$ cat src/shared/bcr_pkg.sv
// board control register constants, field positions and carrier types
package brd_pkg;

   // ---------------------------------------------------------------
   // address map and access
   // ---------------------------------------------------------------
   localparam int unsigned ADDR_W              = 8;
   localparam logic [7:0]  BOARD_CONTROL_OFFSET = 8'h00;
   localparam int unsigned WORD_W              = 32;

   // ---------------------------------------------------------------
   // field positions inside the board control word
   // ---------------------------------------------------------------
   localparam int unsigned POS_MODE      = 0;
   localparam int unsigned POS_RANGE     = 2;
   localparam int unsigned POS_CODING    = 4;
   localparam int unsigned POS_INITIATOR = 5;
   localparam int unsigned POS_ALIGN     = 6;
   localparam int unsigned POS_CAL       = 7;
   localparam int unsigned POS_EVSEL     = 8;
   localparam int unsigned POS_IRQ       = 11;
   localparam int unsigned POS_CALOK     = 12;
   localparam int unsigned POS_SETTLED   = 13;
   localparam int unsigned POS_FILL      = 14;
   localparam int unsigned POS_INIT      = 15;
   localparam int unsigned POS_FREE      = 16;
   localparam int unsigned POS_FLUSH     = 17;
   localparam int unsigned POS_GENA      = 18;
   localparam int unsigned POS_LOWF      = 19;
   localparam int unsigned POS_TTL       = 20;
   localparam int unsigned POS_TRIG      = 21;

   // ---------------------------------------------------------------
   // reset values (standard and low-power builds)
   // ---------------------------------------------------------------
   localparam logic [31:0] RESET_STD = 32'h0000383C;
   localparam logic [31:0] RESET_LP  = 32'h00003838;

   // ---------------------------------------------------------------
   // encodings
   // ---------------------------------------------------------------
   localparam logic [1:0] MODE_SYSTEM = 2'h0;
   localparam logic [1:0] MODE_ZERO   = 2'h2;
   localparam logic [1:0] MODE_VREF   = 2'h3;

   // control fields that software writes, high field first
   typedef struct packed {
      logic       arm_trigger;
      logic       ttl_sync;
      logic       low_freq_filter;
      logic       generator_a_clock_export;
      logic       flush_on_align;
      logic       free_running_sampling;
      logic [2:0] event_select;
      logic       initiator;
      logic       offset_binary;
      logic [1:0] range;
      logic [1:0] input_mode;
   } brd_ctrl_t;

   // completion and status reports from the surrounding logic
   typedef struct packed {
      logic irq_event;
      logic clocks_stable;
      logic init_done;
      logic cal_done;
      logic cal_fail;
      logic align_done;
   } brd_status_t;

endpackage

$ cat src/hw/command_bit.sv
// one self-clearing command bit: taken when idle, held until done
`timescale 1ns/10ps
module command_bit (
   // clock and reset
   input  wire logic clk_i,
   input  wire logic rst_i,
   // request and completion
   input  wire logic req_i,
   input  wire logic done_i,
   // state
   output logic      busy_o,
   output logic      start_o
);

   // ---------------------------------------------------------------
   // busy level
   // ---------------------------------------------------------------
   // a request while busy is ignored so a running command is never cut short
   always_ff @(posedge clk_i) begin
      if (rst_i) begin
         busy_o <= 1'b0;
      end else if (!busy_o && req_i) begin
         busy_o <= 1'b1;
      end else if (busy_o && done_i) begin
         busy_o <= 1'b0;
      end
   end

   // one-cycle start strobe in the cycle after the request is taken
   always_ff @(posedge clk_i) begin
      if (rst_i) begin
         start_o <= 1'b0;
      end else begin
         start_o <= !busy_o && req_i;
      end
   end

endmodule

$ cat src/hw/clock_export.sv
// external clock output source selection and divider
`timescale 1ns/10ps
module clock_export #(
   parameter int unsigned DIV_W = 8
) (
   // clock and reset
   input  wire logic             clk_i,
   input  wire logic             rst_i,
   // selection
   input  wire logic             initiator_i,
   input  wire logic             gen_a_sel_i,
   input  wire logic             group0_ext_i,
   input  wire logic [DIV_W-1:0] group0_div_i,
   // clock ticks
   input  wire logic             rate_a_tick_i,
   input  wire logic             group0_tick_i,
   // export
   output logic                  clk_o
);

   logic [DIV_W-1:0] div_count;

   initial begin
      if (DIV_W < 1) begin
         $error("clock_export: DIV_W must be at least 1");
      end
   end

   // ---------------------------------------------------------------
   // divider on rate-A ticks
   // ---------------------------------------------------------------
   // divisor zero behaves as one, so the output never stalls
   always_ff @(posedge clk_i) begin
      if (rst_i) begin
         div_count <= '0;
      end else if (rate_a_tick_i) begin
         if (div_count + 1'b1 >= group0_div_i) begin
            div_count <= '0;
         end else begin
            div_count <= div_count + 1'b1;
         end
      end
   end

   // output source, only in the initiator role
   always_ff @(posedge clk_i) begin
      if (rst_i || !initiator_i) begin
         clk_o <= 1'b0;
      end else if (gen_a_sel_i) begin
         clk_o <= rate_a_tick_i;
      end else if (group0_ext_i) begin
         clk_o <= rate_a_tick_i && (div_count + 1'b1 >= group0_div_i);
      end else begin
         clk_o <= group0_tick_i;
      end
   end

endmodule

$ cat src/hw/board_control_register.sv
// board control register: control fields, commands and status flags
`timescale 1ns/10ps
module board_control_register #(
   parameter bit          LOW_POWER = 1'b0,
   parameter int unsigned COUNT_W   = 19,
   parameter int unsigned DIV_W     = 8
) (
   // clock and reset
   input  wire logic                      clk_i,
   input  wire logic                      rst_i,
   // local register access, longwords only
   input  wire logic [brd_pkg::ADDR_W-1:0] bus_addr_i,
   input  wire logic                      bus_wr_i,
   input  wire logic                      bus_rd_i,
   input  wire logic [31:0]               bus_wdata_i,
   output logic      [31:0]               bus_rdata_o,
   output logic                           bus_ack_o,
   // reports from the surrounding logic
   input  wire brd_pkg::brd_status_t      status_i,
   input  wire logic [COUNT_W-1:0]        buf_count_i,
   input  wire logic [COUNT_W-1:0]        buf_threshold_i,
   // clock sources for export
   input  wire logic                      rate_a_tick_i,
   input  wire logic                      group0_tick_i,
   input  wire logic                      group0_ext_i,
   input  wire logic [DIV_W-1:0]          group0_div_i,
   // control fields
   output brd_pkg::brd_ctrl_t             ctrl_o,
   output logic                           sync_sampling_o,
   // command strobes
   output logic                           adc_sync_o,
   output logic                           ext_sync_o,
   output logic                           buffer_clear_o,
   output logic                           cal_start_o,
   output logic                           init_start_o,
   output logic                           param_change_o,
   // status level and exported clock
   output logic                           irq_req_o,
   output logic                           ext_clk_o
);

   // ---------------------------------------------------------------
   // reset value and elaboration checks
   // ---------------------------------------------------------------
   localparam logic [31:0] RESET_VALUE = LOW_POWER ? brd_pkg::RESET_LP
                                                   : brd_pkg::RESET_STD;

   initial begin
      if (COUNT_W < 1 || COUNT_W > 31) begin
         $error("board_control_register: COUNT_W out of range");
      end
      if (DIV_W < 1 || DIV_W > 31) begin
         $error("board_control_register: DIV_W out of range");
      end
   end

   // ---------------------------------------------------------------
   // field helpers
   // ---------------------------------------------------------------
   // unpack the writable control fields of a word
   function automatic brd_pkg::brd_ctrl_t ctrl_from_word(input logic [31:0] w);
      brd_pkg::brd_ctrl_t c;
      c.input_mode               = w[brd_pkg::POS_MODE +: 2];
      c.range                    = w[brd_pkg::POS_RANGE +: 2];
      c.offset_binary            = w[brd_pkg::POS_CODING];
      c.initiator                = w[brd_pkg::POS_INITIATOR];
      c.event_select             = w[brd_pkg::POS_EVSEL +: 3];
      c.free_running_sampling    = w[brd_pkg::POS_FREE];
      c.flush_on_align           = w[brd_pkg::POS_FLUSH];
      c.generator_a_clock_export = w[brd_pkg::POS_GENA];
      c.low_freq_filter          = w[brd_pkg::POS_LOWF];
      c.ttl_sync                 = w[brd_pkg::POS_TTL];
      c.arm_trigger              = w[brd_pkg::POS_TRIG];
      return c;
   endfunction

   // pack fields and flags into the readback word
   function automatic logic [31:0] word_of(input brd_pkg::brd_ctrl_t c,
                                           input logic [6:0] f);
      logic [31:0] w;
      w = '0;
      w[brd_pkg::POS_MODE +: 2]   = c.input_mode;
      w[brd_pkg::POS_RANGE +: 2]  = c.range;
      w[brd_pkg::POS_CODING]      = c.offset_binary;
      w[brd_pkg::POS_INITIATOR]   = c.initiator;
      w[brd_pkg::POS_ALIGN]       = f[0];
      w[brd_pkg::POS_CAL]         = f[1];
      w[brd_pkg::POS_EVSEL +: 3]  = c.event_select;
      w[brd_pkg::POS_IRQ]         = f[2];
      w[brd_pkg::POS_CALOK]       = f[3];
      w[brd_pkg::POS_SETTLED]     = f[4];
      w[brd_pkg::POS_FILL]        = f[5];
      w[brd_pkg::POS_INIT]        = f[6];
      w[brd_pkg::POS_FREE]        = c.free_running_sampling;
      w[brd_pkg::POS_FLUSH]       = c.flush_on_align;
      w[brd_pkg::POS_GENA]        = c.generator_a_clock_export;
      w[brd_pkg::POS_LOWF]        = c.low_freq_filter;
      w[brd_pkg::POS_TTL]         = c.ttl_sync;
      w[brd_pkg::POS_TRIG]        = c.arm_trigger;
      return w;
   endfunction

   // ---------------------------------------------------------------
   // decode
   // ---------------------------------------------------------------
   brd_pkg::brd_ctrl_t ctrl;
   brd_pkg::brd_ctrl_t next_ctrl;
   logic               hit;
   logic               wr_hit;
   logic               align_busy;
   logic               align_start;
   logic               cal_busy;
   logic               init_busy;
   logic               flush_mode;
   logic               irq_flag;
   logic               cal_ok;
   logic               settled;
   logic               settle_pending;
   logic               fill;
   logic               params_differ;

   // only the aligned longword at offset zero is decoded
   assign hit    = bus_addr_i == brd_pkg::BOARD_CONTROL_OFFSET;
   assign wr_hit = bus_wr_i && hit;
   assign next_ctrl = ctrl_from_word(bus_wdata_i);

   // a write that moves a settling-critical field
   assign params_differ = wr_hit &&
                          (next_ctrl.input_mode != ctrl.input_mode ||
                           next_ctrl.range != ctrl.range ||
                           next_ctrl.low_freq_filter != ctrl.low_freq_filter ||
                           next_ctrl.free_running_sampling
                              != ctrl.free_running_sampling);

   // ---------------------------------------------------------------
   // control fields
   // ---------------------------------------------------------------
   // initialization reloads every control field default one cycle after its write
   always_ff @(posedge clk_i) begin
      if (rst_i || init_start_o) begin
         ctrl <= ctrl_from_word(RESET_VALUE);
      end else if (wr_hit) begin
         ctrl <= next_ctrl;
      end
   end

   assign ctrl_o          = ctrl;
   assign sync_sampling_o = !ctrl.free_running_sampling;

   // ---------------------------------------------------------------
   // self-clearing commands
   // ---------------------------------------------------------------
   // writing a zero to a command bit is simply no request
   command_bit u_align (
      .clk_i   (clk_i),
      .rst_i   (rst_i),
      .req_i   (wr_hit && bus_wdata_i[brd_pkg::POS_ALIGN]),
      .done_i  (status_i.align_done),
      .busy_o  (align_busy),
      .start_o (align_start)
   );

   command_bit u_cal (
      .clk_i   (clk_i),
      .rst_i   (rst_i),
      .req_i   (wr_hit && bus_wdata_i[brd_pkg::POS_CAL]),
      .done_i  (status_i.cal_done),
      .busy_o  (cal_busy),
      .start_o (cal_start_o)
   );

   command_bit u_init (
      .clk_i   (clk_i),
      .rst_i   (rst_i),
      .req_i   (wr_hit && bus_wdata_i[brd_pkg::POS_INIT]),
      .done_i  (status_i.init_done),
      .busy_o  (init_busy),
      .start_o (init_start_o)
   );

   // flush context is caught with the request, not read at the strobe
   always_ff @(posedge clk_i) begin
      if (rst_i) begin
         flush_mode <= 1'b0;
      end else if (wr_hit && bus_wdata_i[brd_pkg::POS_ALIGN] && !align_busy) begin
         flush_mode <= next_ctrl.flush_on_align;
      end
   end

   // strobes are ands of flops, one cycle wide
   assign buffer_clear_o = align_start && flush_mode;
   assign adc_sync_o     = align_start && !flush_mode;
   assign ext_sync_o     = adc_sync_o && ctrl.initiator;

   // ---------------------------------------------------------------
   // interrupt pending flag
   // ---------------------------------------------------------------
   // a request in the cycle of the host clear wins over the clear
   always_ff @(posedge clk_i) begin
      if (rst_i) begin
         irq_flag <= RESET_VALUE[brd_pkg::POS_IRQ];
      end else if (status_i.irq_event) begin
         irq_flag <= 1'b1;
      end else if (wr_hit && !bus_wdata_i[brd_pkg::POS_IRQ]) begin
         irq_flag <= 1'b0;
      end
   end

   assign irq_req_o = irq_flag;

   // ---------------------------------------------------------------
   // calibration ok flag
   // ---------------------------------------------------------------
   always_ff @(posedge clk_i) begin
      if (rst_i) begin
         cal_ok <= RESET_VALUE[brd_pkg::POS_CALOK];
      end else if (cal_start_o) begin
         cal_ok <= 1'b1;
      end else if (cal_busy && status_i.cal_done && status_i.cal_fail) begin
         cal_ok <= 1'b0;
      end
   end

   // ---------------------------------------------------------------
   // channels settled flag
   // ---------------------------------------------------------------
   // pending holds the flag low until the clock logic has dropped
   // its stable report, so a slow reaction cannot leave a stale high
   always_ff @(posedge clk_i) begin
      if (rst_i) begin
         settle_pending <= 1'b0;
      end else if (param_change_o) begin
         settle_pending <= 1'b1;
      end else if (!status_i.clocks_stable) begin
         settle_pending <= 1'b0;
      end
   end

   always_ff @(posedge clk_i) begin
      if (rst_i) begin
         param_change_o <= 1'b0;
      end else begin
         param_change_o <= params_differ || init_start_o || align_start;
      end
   end

   always_ff @(posedge clk_i) begin
      if (rst_i) begin
         settled <= RESET_VALUE[brd_pkg::POS_SETTLED];
      end else if (params_differ || param_change_o || settle_pending) begin
         settled <= 1'b0;
      end else begin
         settled <= status_i.clocks_stable;
      end
   end

   // ---------------------------------------------------------------
   // buffer fill level flag
   // ---------------------------------------------------------------
   always_ff @(posedge clk_i) begin
      if (rst_i) begin
         fill <= RESET_VALUE[brd_pkg::POS_FILL];
      end else begin
         fill <= buf_count_i > buf_threshold_i;
      end
   end

   // ---------------------------------------------------------------
   // readback
   // ---------------------------------------------------------------
   // unmapped reads answer zero; every access is acknowledged
   always_ff @(posedge clk_i) begin
      if (rst_i) begin
         bus_rdata_o <= '0;
      end else if (bus_rd_i && hit) begin
         bus_rdata_o <= word_of(ctrl, {init_busy, fill, settled, cal_ok,
                                       irq_flag, cal_busy, align_busy});
      end else if (bus_rd_i) begin
         bus_rdata_o <= '0;
      end
   end

   always_ff @(posedge clk_i) begin
      if (rst_i) begin
         bus_ack_o <= 1'b0;
      end else begin
         bus_ack_o <= bus_rd_i || bus_wr_i;
      end
   end

   // ---------------------------------------------------------------
   // external clock export
   // ---------------------------------------------------------------
   clock_export #(
      .DIV_W (DIV_W)
   ) u_clk_export (
      .clk_i         (clk_i),
      .rst_i         (rst_i),
      .initiator_i   (ctrl.initiator),
      .gen_a_sel_i   (ctrl.generator_a_clock_export),
      .group0_ext_i  (group0_ext_i),
      .group0_div_i  (group0_div_i),
      .rate_a_tick_i (rate_a_tick_i),
      .group0_tick_i (group0_tick_i),
      .clk_o         (ext_clk_o)
   );

endmodule

$ cat config.mk
export PLATFORM = sky130hd
export DESIGN_NAME = board_control_register
export DESIGN_NICKNAME = d
export VERILOG_FILES = /design/src/shared/bcr_pkg.sv /design/src/hw/command_bit.sv /design/src/hw/clock_export.sv /design/src/hw/board_control_register.sv
export SDC_FILE = /design/constraint.sdc
export NUM_CORES = 1
export LEC_CHECK = 0
export BUFFER_PORTS_ARGS = -buffer_cell sky130_fd_sc_hd__buf_2
export CAP_MARGIN = 20
export CORE_ASPECT_RATIO = 2
export CORE_UTILIZATION = 40
export DETAILED_ROUTE_END_ITERATION = 8
export PLACE_DENSITY_LB_ADDON = 0.1
export SYNTH_ARGS = -nofsm -noshare
export SYNTH_HDL_FRONTEND = slang
export SYNTH_SLANG_ARGS = --single-unit
$ cat constraint.sdc
create_clock -name clk_i -period 3.1 [get_ports clk_i]
set_input_delay 0 -clock clk_i [delete_from_list [all_inputs] [get_ports clk_i]]
set_output_delay 0 -clock clk_i [all_outputs]
set_load 0.05 [all_outputs]
==> results.md, run 1 <==
- Status: completed
- Area fraction of the dominant cell type after synthesis: 0.383
- Pin count of the biggest net entering global routing: 32
- Starting density of the core: 0.413
- #FFs+latches synth: 60
- Post-synth EDFFs: 0
- Core Footprint: 7600 µm²
- Max Fanout on Critical Path: 6
- Fin. Hold Viols: 0
- # rows: 45
- Tcrit/Tclk final: 0.890
- Net Sw Frac: 0.232
- Final Wtd Congestion: 0.851
- I/O pins: 156
- Hold depth: 3
- Clock slew at reported path FFs: 0.05 ns
- Pwr Density: 458 nW/µm²
- Final Util: 0.579
- Max-cap violations: 0
- VDD IR max: 0.331 mV
- FF-to-FF path depth: 10
- GRT Total Usage: 0.225
- Worst endpoint required time: 3.37 ns
- N_diodes: 0
- Combinational share of power: 0.115
- Initial drt markers: 139
- Slew @ Worst Pin: 0.943 ns
- Final WL: 8500 µm
- Max_slew headroom: 0.371
- Power Total: 2010 µW
- Async SR Flop Fraction: 0
- Vias per inst: 4.92
- Clock Tree Root: clkbuf_16
- CP Data Arrival Time: 3.03 ns
- Die Ht: 127 µm
- Max Slew Vio Count: 0
- WL/cell: 13.8 µm
- Mapped cell area: 3140 µm²
- DRC violations left: 0
- Worst setup path category: reg2reg
- NetSw: 468 µW
- P_leak: 0.00231 µW
- Final setup viols: 0
- Clock Latency Late Sink: 0.33 ns
- Flop pwr share: 0.389
- Unrepaired setup endpoints after global routing: no
- Register area: 1200 µm²
- First drt pass iteration count: 4
- Most frequent cells in the layout: buf_2 (132), dfxtp_1 (60), nor2_1 (50)
- Via count: 3,033
- Layout cell share with drive strength beyond 1: 0.302
- H-tree Lvls: 3
- Met3 wire length: 442 µm
- Post-Syn Instances: 361
- Setup tns final: 0 ns
- ANT nets after route: 0
- CTS tree: done
- Met1 wire length: 3000 µm
- Top_reg_cell synth: dfxtp_1
- Synth cell types: 43
- Area of the multi-input gates: 1730 µm²
- Met2 wire length: 4810 µm
- Vias in the first global route: 3,015
- Cts bufs inserted: 9
- Number of I/O port buffers: 132
- Hpwl dp: 6380 µm
- Clk pwr share: 0.497
- Die area: 8230 µm²
- Clk sinks: 60
- Nets: 645
- Antenna violations before repair: 0
- Clk_skew: 0.00393 ns
- Ys Warns: 0
- Fill count: 740
- Area grow syn2layout: 40.1%
- Grt ovf: 0
- Global-route wire length before repair: 13,600 µm
- Crit. End Element: flop
- Yosys top cell by area: dfxtp_1
- Leading cell type in the layout, fill and taps excluded: buf_2
- Pint: 1550 µW
- Seq/Total Area, Yosys: 0.383
- Crit path launch type: flop
- Deepest clock path buffer count: 2
- Top cells by area, synth: dfxtp_1 (38%), ha_1 (11%), a21oi_1 (6.1%)
- Fmax: 362 MHz
- Final worst path period need: 2.76 ns
- Hold crit path type: in2reg
- Die span in x: 64.6 µm
- Syn_area_per_cell: 8.70 µm²
- Top Metal Used: met4
## critical path, stage by stage, from the launching register on
cell,delay (ns)
dfxtp_1,0.41
ha_1,0.27
and3_1,0.22
nand3_1,0.11
xnor2_1,0.22
ha_1,0.28
a21o_1,0.19
a221oi_2,0.29
o21ai_2,0.14
nor3_2,0.37
a22o_1,0.22
## Yosys cell counts, drive strengths merged, types with 5 or more instances
cell type,n
ha,28
clkbuf,5
a22o,7
xor2,5
nor2,50
buf,19
dfxtp,60
o21ai,5
and3,5
nand2,9
mux2i,16
inv,28
nand3,10
xnor2,7
a21oi,38
nor2b,24
## state kept, by name, indices dropped and copies added, names as in the netlist
name and cells:
u_align.start_o 1, bus_rdata_o 22, u_cal.busy_o 1, u_cal.start_o 1, settle_pending 1, u_align.busy_o 1
bus_ack_o 1, u_clk_export.div_count 8, u_clk_export.clk_o 1, irq_req_o 1, u_init.start_o 1, flush_mode 1
param_change_o 1, u_init.busy_o 1, cal_ok 1, fill 1, ctrl_o 15, settled 1
## stage by stage
step	hold WS [ns]	instances	setup WS (ns)	instance area [µm²]
3_5_place_dp	0.190	575	0.321	3830
6_report	0.0510	617	0.341	4400
2_1_floorplan	0.0916	370	0.715	3170
3_3_place_gp	0.184	575	0.382	3830
5_1_grt	0.0976	617	0.135	4400
4_1_cts	0.0522	617	0.309	4400
## routing by layer
layer / GRT usage / vias up
li1: - / 1526
met1: 0.203 / 1377
met2: 0.432 / 112
met3: 0.0634 / 18
met4: 0.118 / 0
met5: 0 / -
## layout make-up
class                      count  share of cell area
clock inverter                 4              0.0108
timing repair buffer         161               0.215
inverter                      28              0.0239
multi-input combinational    258               0.393
tap                           94              0.0267
sequential                    60               0.273
clock buffer                  12              0.0583
## worst paths after layout
path | from | end | slack (ns)
setup / recovery | u_clk_export.div_count[0] | u_clk_export.div_count[6] | 0.34
hold / removal | group0_ext_i | u_clk_export.clk_o | 0.05
setup reg to reg | u_clk_export.div_count[0] | u_clk_export.div_count[6] | 0.34
hold reg to reg | u_cal.start_o | cal_ok | 0.45
## cells by family after synthesis
group,Yosys count,synth area share
xor gates and xnor gates,12,0.0335
and+or+nand+nor,125,0.208
other,1,0.00119
AOI/OAI and AO/OA,67,0.134
muxes,16,0.0510
adders and majority gates,28,0.112
buffers and inverters,52,0.0781
DFF,60,0.383
## what timing repair did
item	4_1_cts	5_1_grt
endpoints found under the hold margin	27	0
hold buffers	26	0
buffers inserted	0	0
resized for setup	0	0
## power groups by stage
stage	sequential [µW]	clock [µW]	combinational, µW
2_1_floorplan	803	0	126
3_3_place_gp	798	0	203
3_5_place_dp	798	0	208
4_1_cts	782	1020	233
5_1_grt	782	1060	256
6_report	782	1000	231
Power figures use the tool's default switching activity.
==> run 2: changes to the inputs <==
CELL_PAD_IN_SITES_DETAIL_PLACEMENT = 2   (was not set)
CELL_PAD_IN_SITES_GLOBAL_PLACEMENT = 2   (was not set)
CORE_UTILIZATION = 25   (was 40)
==> results.md, run 2 (synthesis results as in run 1) <==
- N_diodes: 0
- Vias per inst: 4.72
- Global-route wire length before repair: 17,100 µm
- WL/cell: 16.2 µm
- Slew @ Worst Pin: 0.695 ns
- Reg with most FFs: bus_rdata_o
- CTS tree: done
- Starting density of the core: 0.257
- I/O pins: 156
- Status: completed
- Net Sw Frac: 0.247
- Deepest clock path buffer count: 2
- Die area: 13,000 µm²
- Unrepaired setup endpoints after global routing: no
- Crit path launch type: flop
- Antenna violations before repair: 0
- Cts bufs inserted: 9
- Die Ht: 160 µm
- Clock slew at reported path FFs: 0.05 ns
- Post-route insts no fill: 669
- Max Slew Vio Count: 0
- Setup tns final: 0 ns
- Final Wtd Congestion: 0.766
- Crit. End Element: flop
- NetSw: 480 µW
- Power Total: 1940 µW
- Clk pwr share: 0.472
- Fin. Hold Viols: 0
- Most frequent cells in the layout: buf_2 (132), dfxtp_1 (60), nor2_1 (50)
- Max FFs per register: 22
- Clk_skew: 0.00410 ns
- Clock Latency Late Sink: 0.32 ns
- Hold crit path type: in2reg
- Number of I/O port buffers: 132
- Tcrit/Tclk final: 0.893
- Crit path top cell by count: ha_1
- Max_slew headroom: 0.537
- H-tree Lvls: 3
- Worst setup path category: reg2reg
- # rows: 57
- Slowest CP cell: dfxtp_1
- # Post-CTS Setup Buffers: 0
- Final WL: 10,800 µm
- Clk sinks: 60
- Pwr Density: 437 nW/µm²
- Leading cell type in the layout, fill and taps excluded: buf_2
- GRT Total Usage: 0.177
- Crit-path cells: ha_1, and3_1, nand3_1, xnor2_1, ha_1, a21o_1, a221oi_2, o21ai_2, nor3_4, a22o_1
- Max-cap violations: 0
- VDD IR max: 0.259 mV
- Layout cell share with drive strength beyond 1: 0.301
- DRC violations left: 0
- Dpl cells: 628
- P_leak: 0.00230 µW
- Nets: 645
- Pint: 1460 µW
- Core Footprint: 12,200 µm²
- Final worst path period need: 2.77 ns
- Combinational share of power: 0.125
- ANT nets after route: 0
- Vias in the first global route: 3,555
- Area grow syn2layout: 41.5%
- Flop pwr share: 0.403
- Die span in x: 81.2 µm
- Fmax: 361 MHz
- Clock Tree Root: clkbuf_16
- Initial drt markers: 48
- Grt ovf: 0
- First drt pass iteration count: 3
- Final Util: 0.364
- Max Fanout on Critical Path: 8
- Pin count of the biggest net entering global routing: 34
- Final setup viols: 0
- Max stage delay on crit path: 0.43 ns
- Via count: 3,156
- Hpwl dp: 8500 µm
- Worst endpoint required time: 3.36 ns
- CP Data Arrival Time: 3.03 ns
## run 2: cell types whose count changed in the layout (fill, tap and decap cells not counted)
cell,before,now
bufinv_16,1,0
clkbuf_1,1,2
clkinvlp_4,1,0
nand3_1,10,9
nand3_2,0,1
nor3_2,1,0
nor3_4,0,1
## run 2: layer usage
| layer | wire [µm] | global-route usage | vias to the layer above |
|---|---|---|---|
| met4 | 179 | 0.0609 | 0 |
| met2 | 6560 | 0.362 | 81 |
| met3 | 462 | 0.0415 | 10 |
| met5 | 0 | 0 | - |
| met1 | 3630 | 0.156 | 1545 |
| li1 | - | - | 1520 |
## run 2: path summary, 6_finish.rpt
kind	from	slack [ns]	to	cells past startpoint
max	u_clk_export.div_count[0]	0.33	u_clk_export.div_count[4]	10
min	group0_ext_i	0.07	u_clk_export.clk_o	3
max reg2reg	u_clk_export.div_count[0]	0.33	u_clk_export.div_count[4]	10
min reg2reg	u_cal.start_o	0.45	cal_ok	1
## run 2: per-stage QoR
| stage | setup slack (ns) | area (µm²) | hold slack (ns) |
|---|---|---|---|
| floorplan | 0.715 | 3170 | 0.0916 |
| global placement | 0.255 | 3910 | 0.181 |
| detailed placement | 0.159 | 3910 | 0.201 |
| CTS | 0.135 | 4440 | 0.0646 |
| global route | 0.114 | 4440 | 0.0846 |
| finish | 0.330 | 4440 | 0.0741 |
## run 2: timing repair
item | 4_1_cts | 5_1_grt
setup endpoints to repair | 0 | 4
gates resized for setup | 0 | 1
hold buffers | 26 | 0
hold endpoints to repair | 27 | 0
## run 2: critical path: cells and delay by family, from the launching register on
kind                     cells  cell delay [ns]
AND/OR/NAND/NOR              3             0.64
adder cells (fa/ha/maj)      2             0.55
flip-flops                   1             0.43
AO/OA/AOI/OAI                4             0.87
XOR/XNOR                     1             0.21
## run 2: power by group through the flow
stage,sequential (µW),combinational [µW],clock [µW]
6_report,782,242,917
3_5_place_dp,798,220,0
4_1_cts,782,246,942
3_3_place_gp,798,214,0
2_1_floorplan,803,126,0
5_1_grt,782,269,980
## run 2: area by class of cell
type                            instances  area [µm²]
Fill cell                            1456        7750
Clock inverter                          2        10.0
Clock buffer                           13         260
Sequential cell                        60        1200
Inverter                               28         105
Tap cell                              147         184
Timing Repair Buffer                  161         943
Multi-Input combinational cell        258        1740
==> run 3: changes to the inputs <==
SYNTH_HIERARCHICAL = 1   (was not set)
==> results.md, run 3 <==
- Cts bufs inserted: 9
- Die Ht: 159 µm
- GRT Total Usage: 0.183
- Worst setup path category: reg2reg
- Post-synthesis compound-gate area fraction: 0.156
- Max Slew Vio Count: 0
- Fin. Hold Viols: 0
- Core Footprint: 12,100 µm²
- CP Data Arrival Time: 2.91 ns
- Clock Latency Late Sink: 0.33 ns
- P_leak: 0.00208 µW
- Ys Warns: 6
- Vias in the first global route: 3,579
- Clk sinks: 60
- Worst endpoint required time: 3.35 ns
- Fmax: 375 MHz
- Worst path depth: 11
- Hold depth: 3
- Final WL: 11,000 µm
- WL/cell: 16.5 µm
- Pin count of the biggest net entering global routing: 32
- Status: completed
- Fill count: 1,417
- CTS tree: done
- Mapped cell area: 3080 µm²
- #FFs+latches synth: 60
- Xor and xnor area share after synthesis: 0.0342
- Hold crit path type: in2reg
- First drt pass iteration count: 6
- Starting density of the core: 0.255
- Tcrit/Tclk final: 0.859
- Hold Buf Count CTS: 22
- Antenna violations before repair: 0
- Seq/Total Area, Yosys: 0.391
- Vias per inst: 4.75
- DRC violations left: 0
- Synth cell count leaders: dfxtp_1 (60), nand2_1 (39), nor2_1 (39), inv_1 (29)
- Most frequent cells in the layout: buf_2 (132), dfxtp_1 (60), nand2_1 (39), nor2_1 (39), inv_1 (29)
- Pwr Density: 478 nW/µm²
- Leading cell type in the layout, fill and taps excluded: buf_2
- Buf/Inv on CP: 1
- Max Fanout on Critical Path: 7
- Unrepaired setup endpoints after global routing: no
- Synth Area in Adders: 0.114
- Clk_skew: 0.00491 ns
- Layout cell share with drive strength beyond 1: 0.310
- Area grow syn2layout: 42.1%
- Max stage delay on crit path: 0.42 ns
- Yosys top cell by area: dfxtp_1
- Post-Syn Instances: 364
- Hpwl dp: 8590 µm
- Reg with most FFs: bus_rdata_o
- Async SR Flop Fraction: 0
- Deepest clock path buffer count: 2
- Crit. End Element: flop
- Final Wtd Congestion: 0.755
- CP top delay family: compound AO/OA/AOI/OAI gates
- N_diodes: 0
- Most frequent cell after synthesis: dfxtp_1
- ANT nets after route: 0
- Die area: 12,800 µm²
- PostCTS Resize Cnt: 0
- Multiplexer share of the synthesized area: 0.00325
- Post-route insts no fill: 670
- Grt ovf: 0
- Crit-path cells: ha_1, nand3_1, nor2_1, xor2_1, ha_1, o21ai_0, nor2_1, a211oi_2, buf_4, nand4b_1, a31oi_1
- Die span in x: 80.4 µm
- Area fraction of the dominant cell type after synthesis: 0.391
- Largest family of logic cells by synthesized area: simple AND/OR/NAND/NOR gates
- Top_reg_cell synth: dfxtp_1
- VDD IR max: 0.216 mV
- Crit path launch type: flop
- Max FFs per register: 22
- Slowest CP cell: dfxtp_1
- Final setup viols: 0
- I/O pins: 156
- Post-synth EDFFs: 0
- Synth cell types: 43
- Dpl cells: 632
- # rows: 57
- Slew @ Worst Pin: 0.610 ns
- Simple-gate share of the synthesized area: 0.216
- Nets: 645
- Initial drt markers: 57
- Clock Tree Root: clkbuf_16
- Global-route wire length before repair: 17,500 µm
- Number of I/O port buffers: 132
- FF-to-FF path depth: 11
- Max_slew headroom: 0.589
- Via count: 3,181
- Final worst path period need: 2.66 ns
- # Post-CTS Setup Buffers: 0
- Max-cap violations: 0
- H-tree Lvls: 3
- Clock slew at reported path FFs: 0.05 ns
- Syn_area_per_cell: 8.45 µm²
- Setup tns final: 0 ns
- Top cells by area, synth: dfxtp_1 (39%), ha_1 (11%), a22oi_1 (5.6%)
## run 3: worst reg2reg max path, delay by kind of cell, from the launching register on
kind	cells	cell delay, ns
AO/OA/AOI/OAI	3	0.66
XOR/XNOR	1	0.24
adder cells (fa/ha/maj)	2	0.56
buffers and inverters	1	0.22
flip-flops	1	0.42
AND/OR/NAND/NOR	4	0.48
## run 3: final timing paths
check                                 start  slack, ns                   endpoint
setup reg to reg  u_clk_export/div_count[0]       0.44  u_clk_export/div_count[2]
hold reg to reg               u_cal/start_o       0.45                     cal_ok
setup / recovery  u_clk_export/div_count[0]       0.44  u_clk_export/div_count[2]
hold / removal                     bus_wr_i       0.01                  bus_ack_o
## run 3: area by class of cell
type | count | area [µm²] | share of cell area
multi-input cells | 260 | 1650 | 0.377
flip-flops and latches | 60 | 1200 | 0.275
repair buffers | 158 | 911 | 0.208
clock buffers | 9 | 225 | 0.0515
well taps | 147 | 184 | 0.0421
inverters | 29 | 109 | 0.0249
clock inverters | 7 | 91.3 | 0.0209
## run 3: logic make-up after synthesis
kind of cell / after synthesis
simple gates: 135
compound gates: 74
flops: 60
buf+inv: 53
fa+ha+maj: 28
xor+xnor: 12
other cells: 1
mux: 1
## run 3: report_power, final
group	total, µW	internal, µW	switching, µW
Clock	1070	700	370
Sequential	782	778	4.53
Combinational	236	102	133
Total	2090	1580	508
## run 3: routing by layer
| metal | vias to the layer above | GRT usage | wire, µm |
|---|---|---|---|
| li1 | 1535 | - | - |
| met1 | 1543 | 0.159 | 3600 |
| met2 | 91 | 0.381 | 6800 |
| met3 | 12 | 0.0282 | 436 |
| met4 | 0 | 0.0714 | 217 |
| met5 | - | 0 | 0 |
## run 3: stage by stage
step,power (µW),hold slack (ns),utilization,setup slack (ns),cell area (µm²)
final,2090,0.0101,0.363,0.437,4370
after global routing,2170,0.0409,0.363,0.226,4370
after CTS,2120,0.00376,0.363,0.394,4370
after detailed placement,1020,0.193,0.318,0.424,3830
after global placement,1010,0.173,0.318,0.581,3830
after floorplan,927,0.0728,-,0.978,3110
